[src/clk_osc_cfg.svh]
// Purpose: Offsets, field positions, reset values and counts for the clock and oscillator control block
// Assumes: Byte addresses on a 32-bit AHB-Lite bus, one register per aligned word
// Notes:   Definitions only
`ifndef CLK_OSC_CFG_SVH
`define CLK_OSC_CFG_SVH

`define ADDR_W               8
`define OFS_SYSCLK_SELECT    8'h00
`define OFS_FAST_RC_CTRL     8'h04
`define OFS_FAST_XTAL_CTRL   8'h08
`define OFS_SLOW_XTAL_CTRL   8'h0c
`define OFS_IRQ_STATUS       8'h10
`define OFS_IRQ_MASK         8'h14

// System clock select fields
`define SYSCLK_SEL_MSB       7
`define SYSCLK_SEL_LSB       5
`define FAST_SRC_BIT         3
`define SLOW_SRC_BIT         2
`define HALT_FAST_KEEP_BIT   1
`define HALT_SLOW_KEEP_BIT   0
`define SYSCLK_SUB_CODE      3'h7
`define SYSCLK_SELECT_RST    8'h00

// Oscillator control fields
`define OSC_EN_BIT           0
`define OSC_STABLE_BIT       1
`define RC_FREQ_MSB          3
`define RC_FREQ_LSB          2
`define XTAL_MODE_BIT        2
`define RC_FREQ_RST          2'h0
`define FAST_RC_EN_RST       1'b1
`define FAST_XTAL_EN_RST     1'b0
`define XTAL_MODE_RST        1'b0
`define SLOW_XTAL_EN_RST     1'b0

// Interrupt fields
`define IRQ_W                3
`define IRQ_MASK_RST         3'h0

// Oscillator cycles counted before a stable flag rises
`define FAST_RC_STABLE_CYC   16'd256
`define FAST_XTAL_STABLE_CYC 16'd1024
`define SLOW_XTAL_STABLE_CYC 16'd1024

`endif

[src/clk_osc_pkg.sv]
// Purpose: Types shared by the clock and oscillator control block
// Assumes: Offsets and field positions come from clk_osc_cfg.svh
// Notes:   Types only
package clk_osc_pkg;

   typedef enum logic [2:0] {
      REG_SYSCLK_SELECT = 3'b000,
      REG_FAST_RC_CTRL  = 3'b001,
      REG_FAST_XTAL     = 3'b010,
      REG_SLOW_XTAL     = 3'b011,
      REG_IRQ_STATUS    = 3'b100,
      REG_IRQ_MASK      = 3'b101,
      REG_NONE          = 3'b111
   } reg_sel_t;

   typedef enum logic [1:0] {
      BUS_IDLE  = 2'b00,
      BUS_WRITE = 2'b01,
      BUS_READ  = 2'b10
   } bus_state_t;

   typedef enum logic [1:0] {
      RC_4MHZ  = 2'b00,
      RC_8MHZ  = 2'b01,
      RC_12MHZ = 2'b10,
      RC_4MHZ_ALT = 2'b11
   } rc_freq_t;

endpackage : clk_osc_pkg

[src/osc_if.sv]
// Purpose: Carries one oscillator's run request, cycle ticks and stable flag
// Assumes: Ticks are one-cycle pulses synchronous to hclk
// Notes:   ctrl side drives run and tick, mon side answers
`timescale 1ns/10ps
interface osc_if;
   logic run;
   logic tick;
   logic stable;
   logic stable_rise;

   modport ctrl (output run, output tick, input stable, input stable_rise);
   modport mon  (input run, input tick, output stable, output stable_rise);
endinterface : osc_if

[src/osc_stable_counter.sv]
// Purpose: Stable flag for one oscillator, counted in its own cycles
// Assumes: osc.tick pulses once per oscillator cycle while running
// Notes:   Flag clears in the cycle after run falls
`timescale 1ns/10ps
module osc_stable_counter
   import clk_osc_pkg::*;
#(
   parameter logic [15:0] COUNT = 16'd16
) (
   input wire logic hclk,
   input wire logic hresetn,
   osc_if.mon       osc
);

   logic [15:0] cnt_q;
   logic        stable_q;
   logic        rise_q;

   always_ff @(posedge hclk or negedge hresetn) begin
      if (!hresetn) begin
         cnt_q    <= 16'h0000;
         stable_q <= 1'b0;
      end else if (!osc.run) begin
         cnt_q    <= 16'h0000;
         stable_q <= 1'b0;
      end else if (osc.tick && !stable_q) begin
         if (cnt_q == COUNT - 16'd1) begin
            stable_q <= 1'b1;
         end else begin
            cnt_q <= cnt_q + 16'd1;
         end
      end
   end

   always_ff @(posedge hclk or negedge hresetn) begin
      if (!hresetn) begin
         rise_q <= 1'b0;
      end else begin
         rise_q <= osc.run && osc.tick && !stable_q && (cnt_q == COUNT - 16'd1);
      end
   end

   assign osc.stable      = stable_q;
   assign osc.stable_rise = rise_q;

endmodule : osc_stable_counter

[src/system_clock_osc_control.sv]
// Purpose: System clock selection and oscillator control behind an AHB-Lite register slave
// Assumes: Oscillator ticks, halt and watchdog enable are synchronous to hclk
// Notes:   Reads take one wait state, writes none; response always OKAY
`timescale 1ns/10ps
`include "clk_osc_cfg.svh"

// Functional notes
// Select codes 0-6 give fast clock divided 1..64; code 7 gives sub clock.
// Fast source bit picks internal fast RC at 0, external fast crystal at 1.
// Slow source bit picks internal slow RC at 0, external slow crystal at 1.
// During halt the fast oscillator runs only if the halt fast keep bit is 1.
// During halt the slow oscillator runs only if the halt slow keep bit is 1.
// Internal slow RC keeps running in halt whenever the watchdog is enabled.
// RC frequency field: 00 4MHz, 01 8MHz, 10 12MHz, 11 4MHz.
// Enabling the internal fast RC clears its stable flag, then sets it when stable.
// Internal fast RC enable turns it on or off and resets to 1.
// Crystal mode bit: 0 for crystals up to 10MHz, 1 above 10MHz.
// Software sets crystal mode before enabling and never changes it while enabled.
// Enabling the fast crystal clears its stable flag, then sets it when stable.
// Fast crystal enable turns it on or off and resets to 0.
// Unused upper bits and system clock bit 4 ignore writes and read 0.
// Enabling the slow crystal clears its stable flag, then sets it when stable.
// Halt with both keep bits 0 enters deep power-down and stops the peripheral sub clock.
// Stable flags count fixed oscillator cycles after enable and clear when it stops.
module system_clock_osc_control
   import clk_osc_pkg::*;
(
   input  wire logic        hclk,
   input  wire logic        hresetn,
   input  wire logic        hsel,
   input  wire logic [31:0] haddr,
   input  wire logic [1:0]  htrans,
   input  wire logic        hwrite,
   input  wire logic [2:0]  hsize,
   input  wire logic [31:0] hwdata,
   input  wire logic        hready,
   output logic      [31:0] hrdata,
   output logic             hreadyout,
   output logic             hresp,
   output logic             irq,
   input  wire logic        internal_fast_rc_tick,
   input  wire logic        external_fast_crystal_tick,
   input  wire logic        internal_slow_rc_tick,
   input  wire logic        external_slow_crystal_tick,
   input  wire logic        halt_active,
   input  wire logic        wdt_enable,
   output logic             internal_fast_rc_run,
   output logic             external_fast_crystal_run,
   output logic             internal_slow_rc_run,
   output logic             external_slow_crystal_run,
   output logic [1:0]       int_rc_freq_select,
   output logic             crystal_range_mode,
   output logic             fast_clock_tick,
   output logic             sub_clock_tick,
   output logic             periph_sub_clock_tick,
   output logic             sys_clock_tick,
   output logic             deep_power_down
);

   // Maps a word address to a register
   function automatic reg_sel_t reg_decode(input logic [`ADDR_W-1:0] a);
      reg_sel_t s;
      s = REG_NONE;
      if (a == `OFS_SYSCLK_SELECT) begin
         s = REG_SYSCLK_SELECT;
      end else if (a == `OFS_FAST_RC_CTRL) begin
         s = REG_FAST_RC_CTRL;
      end else if (a == `OFS_FAST_XTAL_CTRL) begin
         s = REG_FAST_XTAL;
      end else if (a == `OFS_SLOW_XTAL_CTRL) begin
         s = REG_SLOW_XTAL;
      end else if (a == `OFS_IRQ_STATUS) begin
         s = REG_IRQ_STATUS;
      end else if (a == `OFS_IRQ_MASK) begin
         s = REG_IRQ_MASK;
      end
      return s;
   endfunction : reg_decode

   // Bus phase tracking
   bus_state_t             bus_q;
   logic [`ADDR_W-1:0]     addr_q;
   logic [31:0]            hrdata_q;
   logic                   addr_take;
   reg_sel_t               sel_data;

   // Control registers
   logic [2:0]             sysclk_select_q;
   logic                   fast_source_select_q;
   logic                   slow_source_select_q;
   logic                   halt_fast_keep_q;
   logic                   halt_slow_keep_q;
   logic [1:0]             int_rc_freq_select_q;
   logic                   int_rc_enable_q;
   logic                   crystal_range_mode_q;
   logic                   fast_crystal_enable_q;
   logic                   slow_crystal_enable_q;
   logic [`IRQ_W-1:0]      irq_status_q;
   logic [`IRQ_W-1:0]      irq_mask_q;

   // Oscillator side
   logic                   int_rc_stable;
   logic                   fast_crystal_stable;
   logic                   slow_crystal_stable;
   logic [`IRQ_W-1:0]      stable_rise;
   logic [`IRQ_W-1:0]      osc_run;
   logic [`IRQ_W-1:0]      osc_tick;
   logic [`IRQ_W-1:0]      osc_stable;
   logic                   fast_keep;
   logic                   slow_keep;
   logic                   fast_sel_tick;
   logic                   sub_sel_tick;
   logic [5:0]             div_cnt_q;
   logic [5:0]             div_mask;
   logic                   sys_tick_q;
   logic                   fast_tick_q;
   logic                   sub_tick_q;
   logic                   periph_sub_q;

   logic                   wr_commit;
   logic                   rd_commit;
   logic [7:0]             wbyte;

   assign addr_take = hsel && hready && htrans[1];
   assign sel_data  = reg_decode(addr_q);
   assign wr_commit = (bus_q == BUS_WRITE);
   assign rd_commit = (bus_q == BUS_READ);
   assign wbyte     = hwdata[7:0];

   assign hreadyout = !rd_commit;
   assign hresp     = 1'b0;
   assign hrdata    = hrdata_q;

   // AHB-Lite phase tracking
   always_ff @(posedge hclk or negedge hresetn) begin
      if (!hresetn) begin
         bus_q  <= BUS_IDLE;
         addr_q <= '0;
      end else begin
         case (bus_q)
            BUS_READ: begin
               bus_q <= BUS_IDLE;
            end
            default: begin
               if (addr_take) begin
                  bus_q  <= hwrite ? BUS_WRITE : BUS_READ;
                  addr_q <= {haddr[`ADDR_W-1:2], 2'b00};
               end else begin
                  bus_q <= BUS_IDLE;
               end
            end
         endcase
      end
   end

   // Register read data, captured in the wait cycle
   always_ff @(posedge hclk or negedge hresetn) begin
      if (!hresetn) begin
         hrdata_q <= 32'h0000_0000;
      end else if (rd_commit) begin
         if (sel_data == REG_SYSCLK_SELECT) begin
            hrdata_q <= {24'h000000, sysclk_select_q, 1'b0, fast_source_select_q,
                         slow_source_select_q, halt_fast_keep_q, halt_slow_keep_q};
         end else if (sel_data == REG_FAST_RC_CTRL) begin
            hrdata_q <= {28'h0000000, int_rc_freq_select_q, int_rc_stable, int_rc_enable_q};
         end else if (sel_data == REG_FAST_XTAL) begin
            hrdata_q <= {29'h00000000, crystal_range_mode_q, fast_crystal_stable,
                         fast_crystal_enable_q};
         end else if (sel_data == REG_SLOW_XTAL) begin
            hrdata_q <= {30'h00000000, slow_crystal_stable, slow_crystal_enable_q};
         end else if (sel_data == REG_IRQ_STATUS) begin
            hrdata_q <= {29'h00000000, irq_status_q};
         end else if (sel_data == REG_IRQ_MASK) begin
            hrdata_q <= {29'h00000000, irq_mask_q};
         end else begin
            hrdata_q <= 32'h0000_0000;
         end
      end
   end

   // System clock select register
   always_ff @(posedge hclk or negedge hresetn) begin
      if (!hresetn) begin
         sysclk_select_q      <= 3'(`SYSCLK_SELECT_RST >> `SYSCLK_SEL_LSB);
         fast_source_select_q <= 1'b0;
         slow_source_select_q <= 1'b0;
         halt_fast_keep_q     <= 1'b0;
         halt_slow_keep_q     <= 1'b0;
      end else if (wr_commit && sel_data == REG_SYSCLK_SELECT) begin
         sysclk_select_q      <= wbyte[`SYSCLK_SEL_MSB:`SYSCLK_SEL_LSB];
         fast_source_select_q <= wbyte[`FAST_SRC_BIT];
         slow_source_select_q <= wbyte[`SLOW_SRC_BIT];
         halt_fast_keep_q     <= wbyte[`HALT_FAST_KEEP_BIT];
         halt_slow_keep_q     <= wbyte[`HALT_SLOW_KEEP_BIT];
      end
   end

   // Internal fast RC control register
   always_ff @(posedge hclk or negedge hresetn) begin
      if (!hresetn) begin
         int_rc_freq_select_q <= `RC_FREQ_RST;
         int_rc_enable_q      <= `FAST_RC_EN_RST;
      end else if (wr_commit && sel_data == REG_FAST_RC_CTRL) begin
         int_rc_freq_select_q <= wbyte[`RC_FREQ_MSB:`RC_FREQ_LSB];
         int_rc_enable_q      <= wbyte[`OSC_EN_BIT];
      end
   end

   // Fast crystal control; mode held while the crystal is enabled
   always_ff @(posedge hclk or negedge hresetn) begin
      if (!hresetn) begin
         crystal_range_mode_q  <= `XTAL_MODE_RST;
         fast_crystal_enable_q <= `FAST_XTAL_EN_RST;
      end else if (wr_commit && sel_data == REG_FAST_XTAL) begin
         if (!fast_crystal_enable_q) begin
            crystal_range_mode_q <= wbyte[`XTAL_MODE_BIT];
         end
         fast_crystal_enable_q <= wbyte[`OSC_EN_BIT];
      end
   end

   // Slow crystal control register
   always_ff @(posedge hclk or negedge hresetn) begin
      if (!hresetn) begin
         slow_crystal_enable_q <= `SLOW_XTAL_EN_RST;
      end else if (wr_commit && sel_data == REG_SLOW_XTAL) begin
         slow_crystal_enable_q <= wbyte[`OSC_EN_BIT];
      end
   end

   // Interrupt mask
   always_ff @(posedge hclk or negedge hresetn) begin
      if (!hresetn) begin
         irq_mask_q <= `IRQ_MASK_RST;
      end else if (wr_commit && sel_data == REG_IRQ_MASK) begin
         irq_mask_q <= wbyte[`IRQ_W-1:0];
      end
   end

   // Sticky status, cleared by read; a new event wins over the clear
   always_ff @(posedge hclk or negedge hresetn) begin
      if (!hresetn) begin
         irq_status_q <= '0;
      end else if (rd_commit && sel_data == REG_IRQ_STATUS) begin
         irq_status_q <= stable_rise;
      end else begin
         irq_status_q <= irq_status_q | stable_rise;
      end
   end

   assign irq = |(irq_status_q & irq_mask_q);

   // Halt keep decisions
   assign fast_keep = !halt_active || halt_fast_keep_q;
   assign slow_keep = !halt_active || halt_slow_keep_q;

   assign internal_fast_rc_run      = int_rc_enable_q && fast_keep;
   assign external_fast_crystal_run = fast_crystal_enable_q && fast_keep;
   assign external_slow_crystal_run = slow_crystal_enable_q && slow_keep;
   assign internal_slow_rc_run      = slow_keep || wdt_enable;
   assign deep_power_down = halt_active && !halt_fast_keep_q && !halt_slow_keep_q;

   assign int_rc_freq_select = int_rc_freq_select_q;
   assign crystal_range_mode = crystal_range_mode_q;

   // Stable flag counters, one per oscillator with an enable bit
   assign osc_run  = {external_slow_crystal_run, external_fast_crystal_run, internal_fast_rc_run};
   assign osc_tick = {external_slow_crystal_tick, external_fast_crystal_tick, internal_fast_rc_tick};

   genvar gi;
   generate
      for (gi = 0; gi < `IRQ_W; gi++) begin : g_osc
         localparam logic [15:0] CYC = (gi == 0) ? `FAST_RC_STABLE_CYC :
                                       (gi == 1) ? `FAST_XTAL_STABLE_CYC : `SLOW_XTAL_STABLE_CYC;
         osc_if u_link ();
         assign u_link.run  = osc_run[gi];
         assign u_link.tick = osc_tick[gi];
         assign osc_stable[gi]  = u_link.stable;
         assign stable_rise[gi] = u_link.stable_rise;
         osc_stable_counter #(
            .COUNT (CYC)
         ) u_cnt (
            .hclk    (hclk),
            .hresetn (hresetn),
            .osc     (u_link.mon)
         );
      end
   endgenerate

   assign int_rc_stable       = osc_stable[0];
   assign fast_crystal_stable = osc_stable[1];
   assign slow_crystal_stable = osc_stable[2];

   // Source selection
   assign fast_sel_tick = fast_source_select_q ? (external_fast_crystal_tick && external_fast_crystal_run)
                                               : (internal_fast_rc_tick && internal_fast_rc_run);
   assign sub_sel_tick  = slow_source_select_q ? (external_slow_crystal_tick && external_slow_crystal_run)
                                               : (internal_slow_rc_tick && internal_slow_rc_run);

   // Divider mask for 1..64
   always_comb begin
      div_mask = 6'h00;
      case (sysclk_select_q)
         3'h1:    div_mask = 6'h01;
         3'h2:    div_mask = 6'h03;
         3'h3:    div_mask = 6'h07;
         3'h4:    div_mask = 6'h0f;
         3'h5:    div_mask = 6'h1f;
         3'h6:    div_mask = 6'h3f;
         default: div_mask = 6'h00;
      endcase
   end

   always_ff @(posedge hclk or negedge hresetn) begin
      if (!hresetn) begin
         div_cnt_q <= 6'h00;
      end else if (fast_sel_tick) begin
         div_cnt_q <= div_cnt_q + 6'h01;
      end
   end

   // System clock tick; stopped while halted
   always_ff @(posedge hclk or negedge hresetn) begin
      if (!hresetn) begin
         sys_tick_q <= 1'b0;
      end else if (halt_active) begin
         sys_tick_q <= 1'b0;
      end else if (sysclk_select_q == `SYSCLK_SUB_CODE) begin
         sys_tick_q <= sub_sel_tick;
      end else begin
         sys_tick_q <= fast_sel_tick && ((div_cnt_q & div_mask) == div_mask);
      end
   end

   // Fast, sub and peripheral sub clock ticks
   always_ff @(posedge hclk or negedge hresetn) begin
      if (!hresetn) begin
         fast_tick_q  <= 1'b0;
         sub_tick_q   <= 1'b0;
         periph_sub_q <= 1'b0;
      end else begin
         fast_tick_q  <= fast_sel_tick;
         sub_tick_q   <= sub_sel_tick;
         periph_sub_q <= sub_sel_tick && !deep_power_down && slow_keep;
      end
   end

   assign sys_clock_tick        = sys_tick_q;
   assign fast_clock_tick       = fast_tick_q;
   assign sub_clock_tick        = sub_tick_q;
   assign periph_sub_clock_tick = periph_sub_q;

endmodule : system_clock_osc_control

[config.mk]
export PLATFORM = sky130hd
export DESIGN_NAME = system_clock_osc_control
export DESIGN_NICKNAME = d
export VERILOG_FILES = /design/src/clk_osc_pkg.sv /design/src/osc_if.sv /design/src/osc_stable_counter.sv /design/src/system_clock_osc_control.sv
export VERILOG_INCLUDE_DIRS = /design/src /design/src/src
export SDC_FILE = /design/constraint.sdc
export NUM_CORES = 1
export LEC_CHECK = 0
export ABC_AREA = 1
export BUFFER_PORTS_ARGS = -buffer_cell sky130_fd_sc_hd__buf_4
export CAP_MARGIN = 15
export CORE_MARGIN = 4
export CORE_UTILIZATION = 25
export CTS_BUF_LIST = sky130_fd_sc_hd__clkbuf_8
export CTS_CLUSTER_SIZE = 25
export DETAILED_ROUTE_END_ITERATION = 10
export SETUP_SLACK_MARGIN = 0.15
export SLEW_MARGIN = 30
export SYNTH_ARGS = -nofsm -noshare
export SYNTH_HDL_FRONTEND = slang
export SYNTH_SLANG_ARGS = --single-unit
[constraint.sdc]
create_clock -name hclk -period 1.5 [get_ports hclk]
set_input_delay 0.15 -clock hclk [delete_from_list [all_inputs] [get_ports hclk]]
set_output_delay 0.15 -clock hclk [all_outputs]
set_load 0.05 [all_outputs]
==> results_dict.tcl, run 1 <==
set metrics [dict create \
    numCtsBuffers 9 \
    wl_met2_um 7681 \
    portBuffers 45 \
    synth_common_cells "219 x nand2_1, 97 x dfrtp_1, 85 x nor2_1" \
    rows 55 \
    post-route-min-period_ns 1.541 \
    synth.area.top_cells "dfrtp_1 41%, nand2_1 14%, nand3_1 5.8%" \
    synth_flop_cell "dfrtp_1" \
    dp_hpwl_um 10810 \
    grt_pass1_wl_um 25630 \
    die_height_um 161.7 \
    nFillCells 2319 \
    drive_gt1_share_pct 40.51 \
    crit_start "halt_fast_keep_q" \
    grt_pass1_vias 5291 \
    setup_slack_ns -0.04140 \
    syn-cell-area_mm2 0.005903 \
    ys_seq_area_share_pct 41.56 \
    wl_per_cell_um 12.63 \
    yosys_warnings 0 \
    vias 5640 \
    top_layer "met4" \
    cts_sinks 98 \
    yosysMostFrequentCell "nand2_1" \
    syn_area_per_cell_um2 7.686 \
    p_leak_nw 4.117 \
    multi_input_area_mm2 0.003613 \
    hold_violations 0 \
    drc 0 \
    area_delta_synth_final_pct 47.52 \
    start_util_pct 25.76 \
    drt-initial-drc-count 303 \
    via_per_inst 4.473 \
    setup_viol 6 \
    cts-root-buf "clkbuf_8" \
    slowest_delay_ns 0.41 \
    violations "setup timing" \
    yosys.area.top_type_share_pct 41.12 \
    skew_ns 0.01609 \
    rr_startpoint "g_osc[0].u_cnt.cnt_q[0]" \
    endpoint_kind "primary output" \
    slew_violations 0 \
    cp-start-kind "flop" \
    finalCritPeriodShare_pct 102.8 \
    worstHoldPathType "in2reg" \
    crit_type "reg2out" \
    grt_max_degree 29 \
    coreArea_mm2 0.02292 \
    critPathSlowestCell "dfrtp_1" \
    critPathBufInv 4 \
    io_pins 127 \
    fin_setup_tns_ns -0.07737 \
    clockBufferDepth 2 \
    min_from "hwdata[3]" \
    worst_ep_required_time_ns 1.35 \
    cts_max_level 3 \
    clk_latency_ns 0.40 \
    wl_met3_um 674 \
    nets 1027 \
    ys_types 44 \
    place.gp.congestion 0.8614 \
    final-seq-area_mm2 0.002462 \
    cts_tree "yes" \
    async_flop_share_pct 100.0 \
    die_w_um 161.7 \
    dp_cells 1173 \
    max_cap_violations 0 \
    fmax_mhz 648.8 \
    grt_overflow 0 \
    m1WireLength_um 7315 \
    track_usage_pct 11.81 \
    ir_worst_vdd_mv 0.4195 \
    finalPower_mw 8.391 \
    critPathMaxFanout 4 \
    synth_edf_count 0 \
    rsz0062_at_grt "true" \
    yosysTopAreaCell "dfrtp_1" \
    crit_arrival_ns 1.39 \
    antenna_left 0 \
    antenna_found_initial 0 \
    dr.pass1.iters 5 \
    status "complete, but fails checks" \
    n_antenna_cell 0 \
    ys_ff_latch 98 \
    syn_inst 768 \
    clk_pin_slew_ns 0.11 \
    routed_wl_um 15920 \
    dieArea_mm2 0.02614 \
    final_cells 1261 \
    critPathTopFamily "flip-flops" \
    worstPathCellList "inv_2 -> nand2_4 -> nand2_4 -> inv_4 -> buf_12 -> buf_12" \
    holdWs_ns 0.02933 \
    cellPowerDensity_mw_per_mm2 963.5 \
]
-- state kept, by name (all words and copies together), names as in the netlist, 2 cells and up --
signal,count
hrdata,7
div_cnt_q,6
addr_q,6
g_osc.u_cnt.osc.stable,3
bus_q,2
int_rc_freq_select,2
irq_mask_q,3
g_osc.u_cnt.cnt_q,48
g_osc.u_cnt.osc.stable_rise,3
sysclk_select_q,3
irq_status_q,3
-- routing by layer --
layer / global-route usage (%) / vias to the layer above
met4: 3.499 / 0
met1: 15.56 / 2720
met5: 0 / -
met2: 19.43 / 104
li1: - / 2796
met3: 2.766 / 20
-- report_power, final --
group	total (mW)	internal [mW]	switching, mW	leakage (nW)
logic	3.23	1.50	1.73	2.79
clock network	1.75	0.687	1.07	0.101
registers	3.41	3.00	0.405	1.23
-- layout by cell type, fill, tap and decap left out, types with 4 or more instances in the layout --
cell type / Yosys / layout
nor3_2: 1 / 4
nand2_2: 5 / 38
dfrtp_2: 0 / 7
nor3_1: 12 / 8
or2_2: 5 / 5
inv_1: 68 / 53
nor2_1: 85 / 62
nand4_1: 26 / 26
o21ai_0: 24 / 8
inv_4: 0 / 4
nand3_2: 1 / 5
nor2_2: 1 / 13
buf_4: 26 / 117
inv_2: 3 / 13
nand3_1: 69 / 62
clkbuf_8: 0 / 10
nor2_4: 6 / 18
buf_12: 0 / 14
xnor2_1: 4 / 4
a21oi_1: 11 / 4
o21ai_1: 12 / 15
and2_1: 4 / 4
o21bai_1: 7 / 7
conb_1: 1 / 26
nand2_1: 219 / 157
buf_6: 9 / 21
xor2_1: 14 / 14
dlygate4sd3_1: 0 / 13
o21ai_2: 21 / 34
nand2_4: 7 / 34
a21oi_2: 0 / 7
buf_8: 1 / 7
nand3_4: 2 / 6
dfrtp_1: 97 / 90
-- worst register-to-register path, stage by stage (launching register included) --
cell and delay, ns:
dfrtp_1 0.41, ha_4 0.17, nand2_4 0.06, nor3_4 0.22, nand3_2 0.12, nand2_4 0.17, clkbuf_16 0.19, nand2_2 0.04
o21ai_1 0.06
-- final cells by class --
cell class	count	area share, %
clock buffer	10	1.580
clock inverter	6	0.6609
inverter	72	3.276
multi-input combinational	585	41.49
sequential	98	28.28
tap	313	4.497
timing repair buffer	177	20.22
-- kinds of logic after synthesis --
group | synth area share, %
and+or+nand+nor | 35.27
DFF | 41.56
xor gates and xnor gates | 2.671
other | 0.06353
AOI/OAI and AO/OA | 9.029
muxes | 0.3815
buffers and inverters | 10.17
adders and majority gates | 0.8479
-- path summary, 6_finish.rpt --
kind	endpoint	slack, ns	depth (start not counted)
setup / recovery	internal_fast_rc_run	-0.04	6
hold / removal	int_rc_freq_select[1]	0.03	3
setup reg to reg	g_osc[0].u_cnt.cnt_q[11]	-0.01	8
hold reg to reg	irq_status_q[0]	0.45	1
max in group asynchronous	g_osc[0].u_cnt.cnt_q[4]	0.62	3
min in group asynchronous	g_osc[2].u_cnt.cnt_q[7]	0.24	2
-- timing repair --
| action | CTS | global route |
|---|---|---|
| hold buffers | 13 | 0 |
| gates resized for setup | 99 | 133 |
| pin swaps | 22 | 55 |
| buffers inserted | 33 | 19 |
| gates cloned | 3 | 4 |
| endpoints found under the hold margin | 37 | 0 |
| endpoints found under the setup margin | 66 | 97 |
-- metrics by stage --
step | worst slack, ns | utilization [%] | cell area [µm²]
5_1_grt | -0.1004 | 38.00 | 8708
4_1_cts | -0.03249 | 35.06 | 8034
3_3_place_gp | 0.003917 | 30.79 | 7057
2_1_floorplan | 0.1097 | - | 6075
3_5_place_dp | -0.02287 | 30.79 | 7057
6_report | -0.04140 | 38.00 | 8708
No activity file was read; power rests on OpenSTA's default activity.
==> inputs of run 2 (changes only) <==
--- a/config.mk
+++ b/config.mk
@@ -9,6 +9,7 @@
 export ABC_AREA = 1
 export BUFFER_PORTS_ARGS = -buffer_cell sky130_fd_sc_hd__buf_4
 export CAP_MARGIN = 15
+export CORE_ASPECT_RATIO = 1.25
 export CORE_MARGIN = 4
 export CORE_UTILIZATION = 25
 export CTS_BUF_LIST = sky130_fd_sc_hd__clkbuf_8
==> run 2 against run 1 <==
The flow still finishes with violations (setup timing). Utilization down 0.65 points. Die area about the same. Via count down 1.2%. Global-route usage up 0.12 points. Critical path type is now reg2reg. Highest routed layer unchanged.
==> results_dict.tcl, run 2 (same netlist as run 1, synthesis figures left out) <==
set metrics [dict create \
    crit_type "reg2reg" \
    via_per_inst 4.545 \
    rsz0062_at_grt "true" \
    worstHoldPathType "in2reg" \
    die_height_um 179.8 \
    dieArea_mm2 0.02615 \
    grt_pass1_wl_um 25960 \
    track_usage_pct 11.92 \
    drt-initial-drc-count 235 \
    place_ws_ns 0.03636 \
    ir_worst_vdd_mv 0.3439 \
    portBuffers 45 \
    n_antenna_cell 0 \
    slew_violations 0 \
    regMostFlops "g_osc.u_cnt.cnt_q" \
    clockBufferDepth 2 \
    nFillCells 2341 \
    grt_max_degree 58 \
    grt_pass1_vias 5458 \
    place.gp.congestion 0.8478 \
    antenna_left 0 \
    cp-start-kind "flop" \
    cts_tree "yes" \
    io_pins 127 \
    p_leak_nw 4.097 \
    fmax_mhz 652.2 \
    vias 5572 \
    cts-root-buf "clkbuf_8" \
    endpoint_kind "flop" \
    final_common_cell "nand2_1" \
    clk_latency_ns 0.37 \
    clk_pin_slew_ns 0.10 \
    setup_viol 17 \
    critPathMaxFanout 7 \
    grt_overflow 0 \
    hold_violations 0 \
    skew_ns 0.01421 \
    setup_slack_ns -0.03331 \
    start_util_pct 25.54 \
    drc 0 \
    post-route-min-period_ns 1.533 \
    largest_register_ffs 48 \
    rows 62 \
    routed_wl_um 16130 \
    worst_ep_required_time_ns 1.79 \
    status "complete, but fails checks" \
    finalCritPeriodShare_pct 102.2 \
    die_w_um 145.4 \
    wl_per_cell_um 13.15 \
    antenna_found_initial 0 \
    finalPower_mw 8.253 \
    drive_gt1_share_pct 40.09 \
    cellPowerDensity_mw_per_mm2 955.6 \
    cts_max_level 3 \
    cts_sinks 98 \
    max_cap_violations 0 \
    crit_arrival_ns 1.83 \
    dp_hpwl_um 10830 \
    dr.pass1.iters 4 \
    nets 1017 \
    fin_setup_tns_ns -0.1647 \
    coreArea_mm2 0.02312 \
    mostFrequentLayoutCells "160 x nand2_1, 108 x buf_4, 86 x dfrtp_1" \
    numCtsBuffers 9 \
    area_delta_synth_final_pct 46.29 \
    violations "setup timing" \
]
[run 2: area by class of cell]
cell class | count | area [µm²] | share of cell area, %
clock buffer | 10 | 137.6 | 1.594
clock inverter | 6 | 33.78 | 0.3912
tap | 288 | 360.3 | 4.173
sequential | 98 | 2467 | 28.57
timing repair buffer | 168 | 1738 | 20.12
inverter | 72 | 286.5 | 3.318
multi-input combinational | 584 | 3612 | 41.83
[run 2: worst max-delay path, cell delays in order (launching register included)]
cell and delay [ns]:
dfstp_2 0.57, nand2_4 0.07, buf_6 0.13, nor3_4 0.14, nand3_4 0.13, nand2_8 0.15
clkbuf_16 0.17, nand2_2 0.04, o21ai_1 0.06
[run 2: stage by stage]
step	hold slack (ns)	area, µm²	utilization, %	cells
2_1_floorplan	-0.1456	6075	-	793
3_3_place_gp	0.1550	6953	30.08	1140
3_5_place_dp	0.1575	6953	30.08	1140
4_1_cts	0.002309	8041	34.79	1206
5_1_grt	0.02229	8636	37.36	1226
6_report	0.02135	8636	37.36	1226
[run 2: timing repair]
item | in CTS | in global routing
cloned | 5 | 5
hold endpoints to repair | 104 | 0
endpoints found under the setup margin | 73 | 96
resized for setup | 122 | 112
hold buffers | 6 | 0
pin swaps | 38 | 41
buffers inserted | 39 | 15
[run 2: power by group]
group	leakage, nW	internal (mW)	switching, mW
Combinational	2.78	1.52	1.75
Sequential	1.22	3.00	0.391
Clock	0.0951	0.639	0.957
Total	4.10	5.16	3.09
[run 2: path summary, 6_finish.rpt]
kind / endpoint / cells past startpoint / slack [ns] / start
setup / recovery: g_osc[0].u_cnt.cnt_q[0] / 8 / -0.03 / int_rc_enable_q
hold / removal: sysclk_select_q[0] / 3 / 0.02 / hwdata[5]
setup reg to reg: g_osc[0].u_cnt.cnt_q[0] / 8 / -0.03 / int_rc_enable_q
hold reg to reg: irq_status_q[1] / 1 / 0.44 / g_osc[1].u_cnt.osc.stable_rise
max in group asynchronous: g_osc[1].u_cnt.cnt_q[4] / 3 / 0.87 / hresetn
min in group asynchronous: div_cnt_q[4] / 3 / 0.29 / hresetn
[run 2: metal layers]
metal | wire length, µm | vias up | GRT usage, %
met1 | 6936 | 2673 | 14.27
met5 | 0 | - | 0
met2 | 8264 | 97 | 21.24
li1 | - | 2776 | -
met3 | 558 | 26 | 2.040
met4 | 366 | 0 | 4.675
==> inputs of run 3 (changes only) <==
--- a/config.mk
+++ b/config.mk
@@ -15,8 +15,10 @@
 export CTS_BUF_LIST = sky130_fd_sc_hd__clkbuf_8
 export CTS_CLUSTER_SIZE = 25
 export DETAILED_ROUTE_END_ITERATION = 10
+export HOLD_SLACK_MARGIN = 0.08
 export SETUP_SLACK_MARGIN = 0.15
 export SLEW_MARGIN = 30
 export SYNTH_ARGS = -nofsm -noshare
 export SYNTH_HDL_FRONTEND = slang
 export SYNTH_SLANG_ARGS = --single-unit
+export TNS_END_PERCENT = 30
==> run 3 against run 2 <==
The flow now finishes without violations. Cell area fell by 5.0%. Sequential share of layout area rose by 1.5 points. Worst hold slack improved by 0.088 ns. Cell count fell by 1.2%. Wire length fell by 3.5%. Combinational power fell by 11%.
==> results_dict.tcl, run 3 (same netlist as run 1, synthesis figures left out) <==
set metrics [dict create \
    final_cells 1211 \
    finalCritPeriodShare_pct 99.44 \
    setup_slack_ns 0.008344 \
    r2r_end "g_osc[2].u_cnt.cnt_q[4]" \
    critPathMaxFanout 4 \
    drt-initial-drc-count 287 \
    rr_startpoint "g_osc[2].u_cnt.cnt_q[0]" \
    ir_worst_vdd_mv 0.4204 \
    routed_wl_um 15560 \
    post_dp_cell_area_mm2 0.006888 \
    fmax_mhz 670.4 \
    clk_pin_slew_ns 0.09 \
    dr.pass1.iters 4 \
    place.gp.congestion 0.8576 \
    drc 0 \
    dp_hpwl_um 10940 \
    crit_type "reg2reg" \
    r2r_cells 9 \
    rrSetupSlack_ns 0.008 \
    final_core_util_pct 35.48 \
    antenna_found_initial 1 \
    numCtsBuffers 9 \
    die_height_um 179.8 \
    track_usage_pct 11.77 \
    setup_viol 0 \
    slew_violations 0 \
    finalPower_mw 8.026 \
    endpoint_kind "flop" \
    coreArea_mm2 0.02312 \
    rows 62 \
    antenna_left 0 \
    hold_violations 0 \
    grt_pass1_wl_um 25530 \
    place_ws_ns -0.008811 \
    crit_path_end "g_osc[2].u_cnt.cnt_q[4]" \
    status "finished clean" \
    cp-start-kind "flop" \
    wl_per_cell_um 12.85 \
    clockBufferDepth 2 \
    rsz0062_at_grt "true" \
    nets 1002 \
    grt_pass1_vias 5182 \
    post-route-min-period_ns 1.492 \
    slowest_delay_ns 0.39 \
    start_util_pct 25.54 \
    grt_max_degree 58 \
    regMostFlops "g_osc.u_cnt.cnt_q" \
    mostFrequentLayoutCells "168 x nand2_1, 108 x buf_4, 87 x dfrtp_1" \
    drive_gt1_share_pct 36.19 \
    cts_max_level 3 \
    portBuffers 45 \
    p_leak_nw 3.851 \
    dieArea_mm2 0.02615 \
    skew_ns 0.01442 \
    io_pins 127 \
    cts_sinks 98 \
    worstPathCellList "ha_2 -> inv_2 -> nor2_4 -> nand2_2 -> nand3b_4 -> nand2_4 -> buf_12 -> clkbuf_16 -> o21ai_2" \
    final_common_cell "nand2_1" \
    cts_tree "yes" \
    holdWs_ns 0.1095 \
    die_w_um 145.4 \
    cellPowerDensity_mw_per_mm2 978.6 \
    n_antenna_cell 0 \
    cts-root-buf "clkbuf_8" \
    via_per_inst 4.466 \
    design_area_mm2 0.008202 \
    fin_setup_tns_ns 0 \
    area_delta_synth_final_pct 38.94 \
    crit_arrival_ns 1.77 \
    vias 5408 \
    largest_register_ffs 48 \
    worst_ep_required_time_ns 1.78 \
    critPathSlowestCell "dfrtp_1" \
    clk_latency_ns 0.38 \
    worstHoldPathType "in2reg" \
    dp_cells 1138 \
    crit_start "g_osc[2].u_cnt.cnt_q[0]" \
    grt_overflow 0 \
    max_cap_violations 0 \
]
## run 3: layout make-up
type,instances,area [µm²]
clock buffers,10,137.6
fillers,2363,14920
well taps,288,360.3
inverters,72,289.0
repair buffers,153,1483
clock inverters,6,57.56
multi-input cells,584,3408
flip-flops and latches,98,2466
## run 3: report_power, final
part / total [mW] / switching, mW / internal [mW]
logic: 2.89 / 1.60 / 1.29
registers: 3.37 / 0.371 / 3.00
clock network: 1.76 / 0.954 / 0.806
## run 3: per-layer routing
layer,global-route usage (%),vias to the layer above,wire (µm)
met4,2.623,2,189
met3,2.997,16,591
li1,-,2732,-
met5,0,-,13
met2,20.62,85,7915
met1,14.59,2573,6850
## run 3: worst min path at each step
| stage | startpoint | endpoint | slack (ns) | depth (start not counted) |
|---|---|---|---|---|
| detailed placement | hresetn | div_cnt_q[3] | 0.03 | 1 |
| CTS | internal_fast_rc_tick | g_osc[0].u_cnt.osc.stable_rise | 0.08 | 3 |
| global route | external_fast_crystal_tick | g_osc[1].u_cnt.osc.stable_rise | 0.12 | 5 |
| global placement | hresetn | div_cnt_q[4] | 0.03 | 1 |
| finish | external_fast_crystal_tick | g_osc[1].u_cnt.osc.stable_rise | 0.11 | 5 |
| floorplan | hresetn | addr_q[2] | -0.15 | 0 |
## run 3: what timing repair did
item / CTS / global route
endpoints found under the hold margin: 116 / 0
cloned: 1 / 5
pin swaps: 46 / 39
resized for setup: 76 / 103
hold buffers: 17 / 0
setup buffers: 26 / 8
setup endpoints to repair: 73 / 95
## run 3: critical path: cells and delay by family, from the launching register on
family | cells | cell delay (ns)
adder cells (fa/ha/maj) | 1 | 0.20
flip-flops | 1 | 0.39
AO/OA/AOI/OAI | 1 | 0.05
buffers and inverters | 3 | 0.31
AND/OR/NAND/NOR | 4 | 0.45
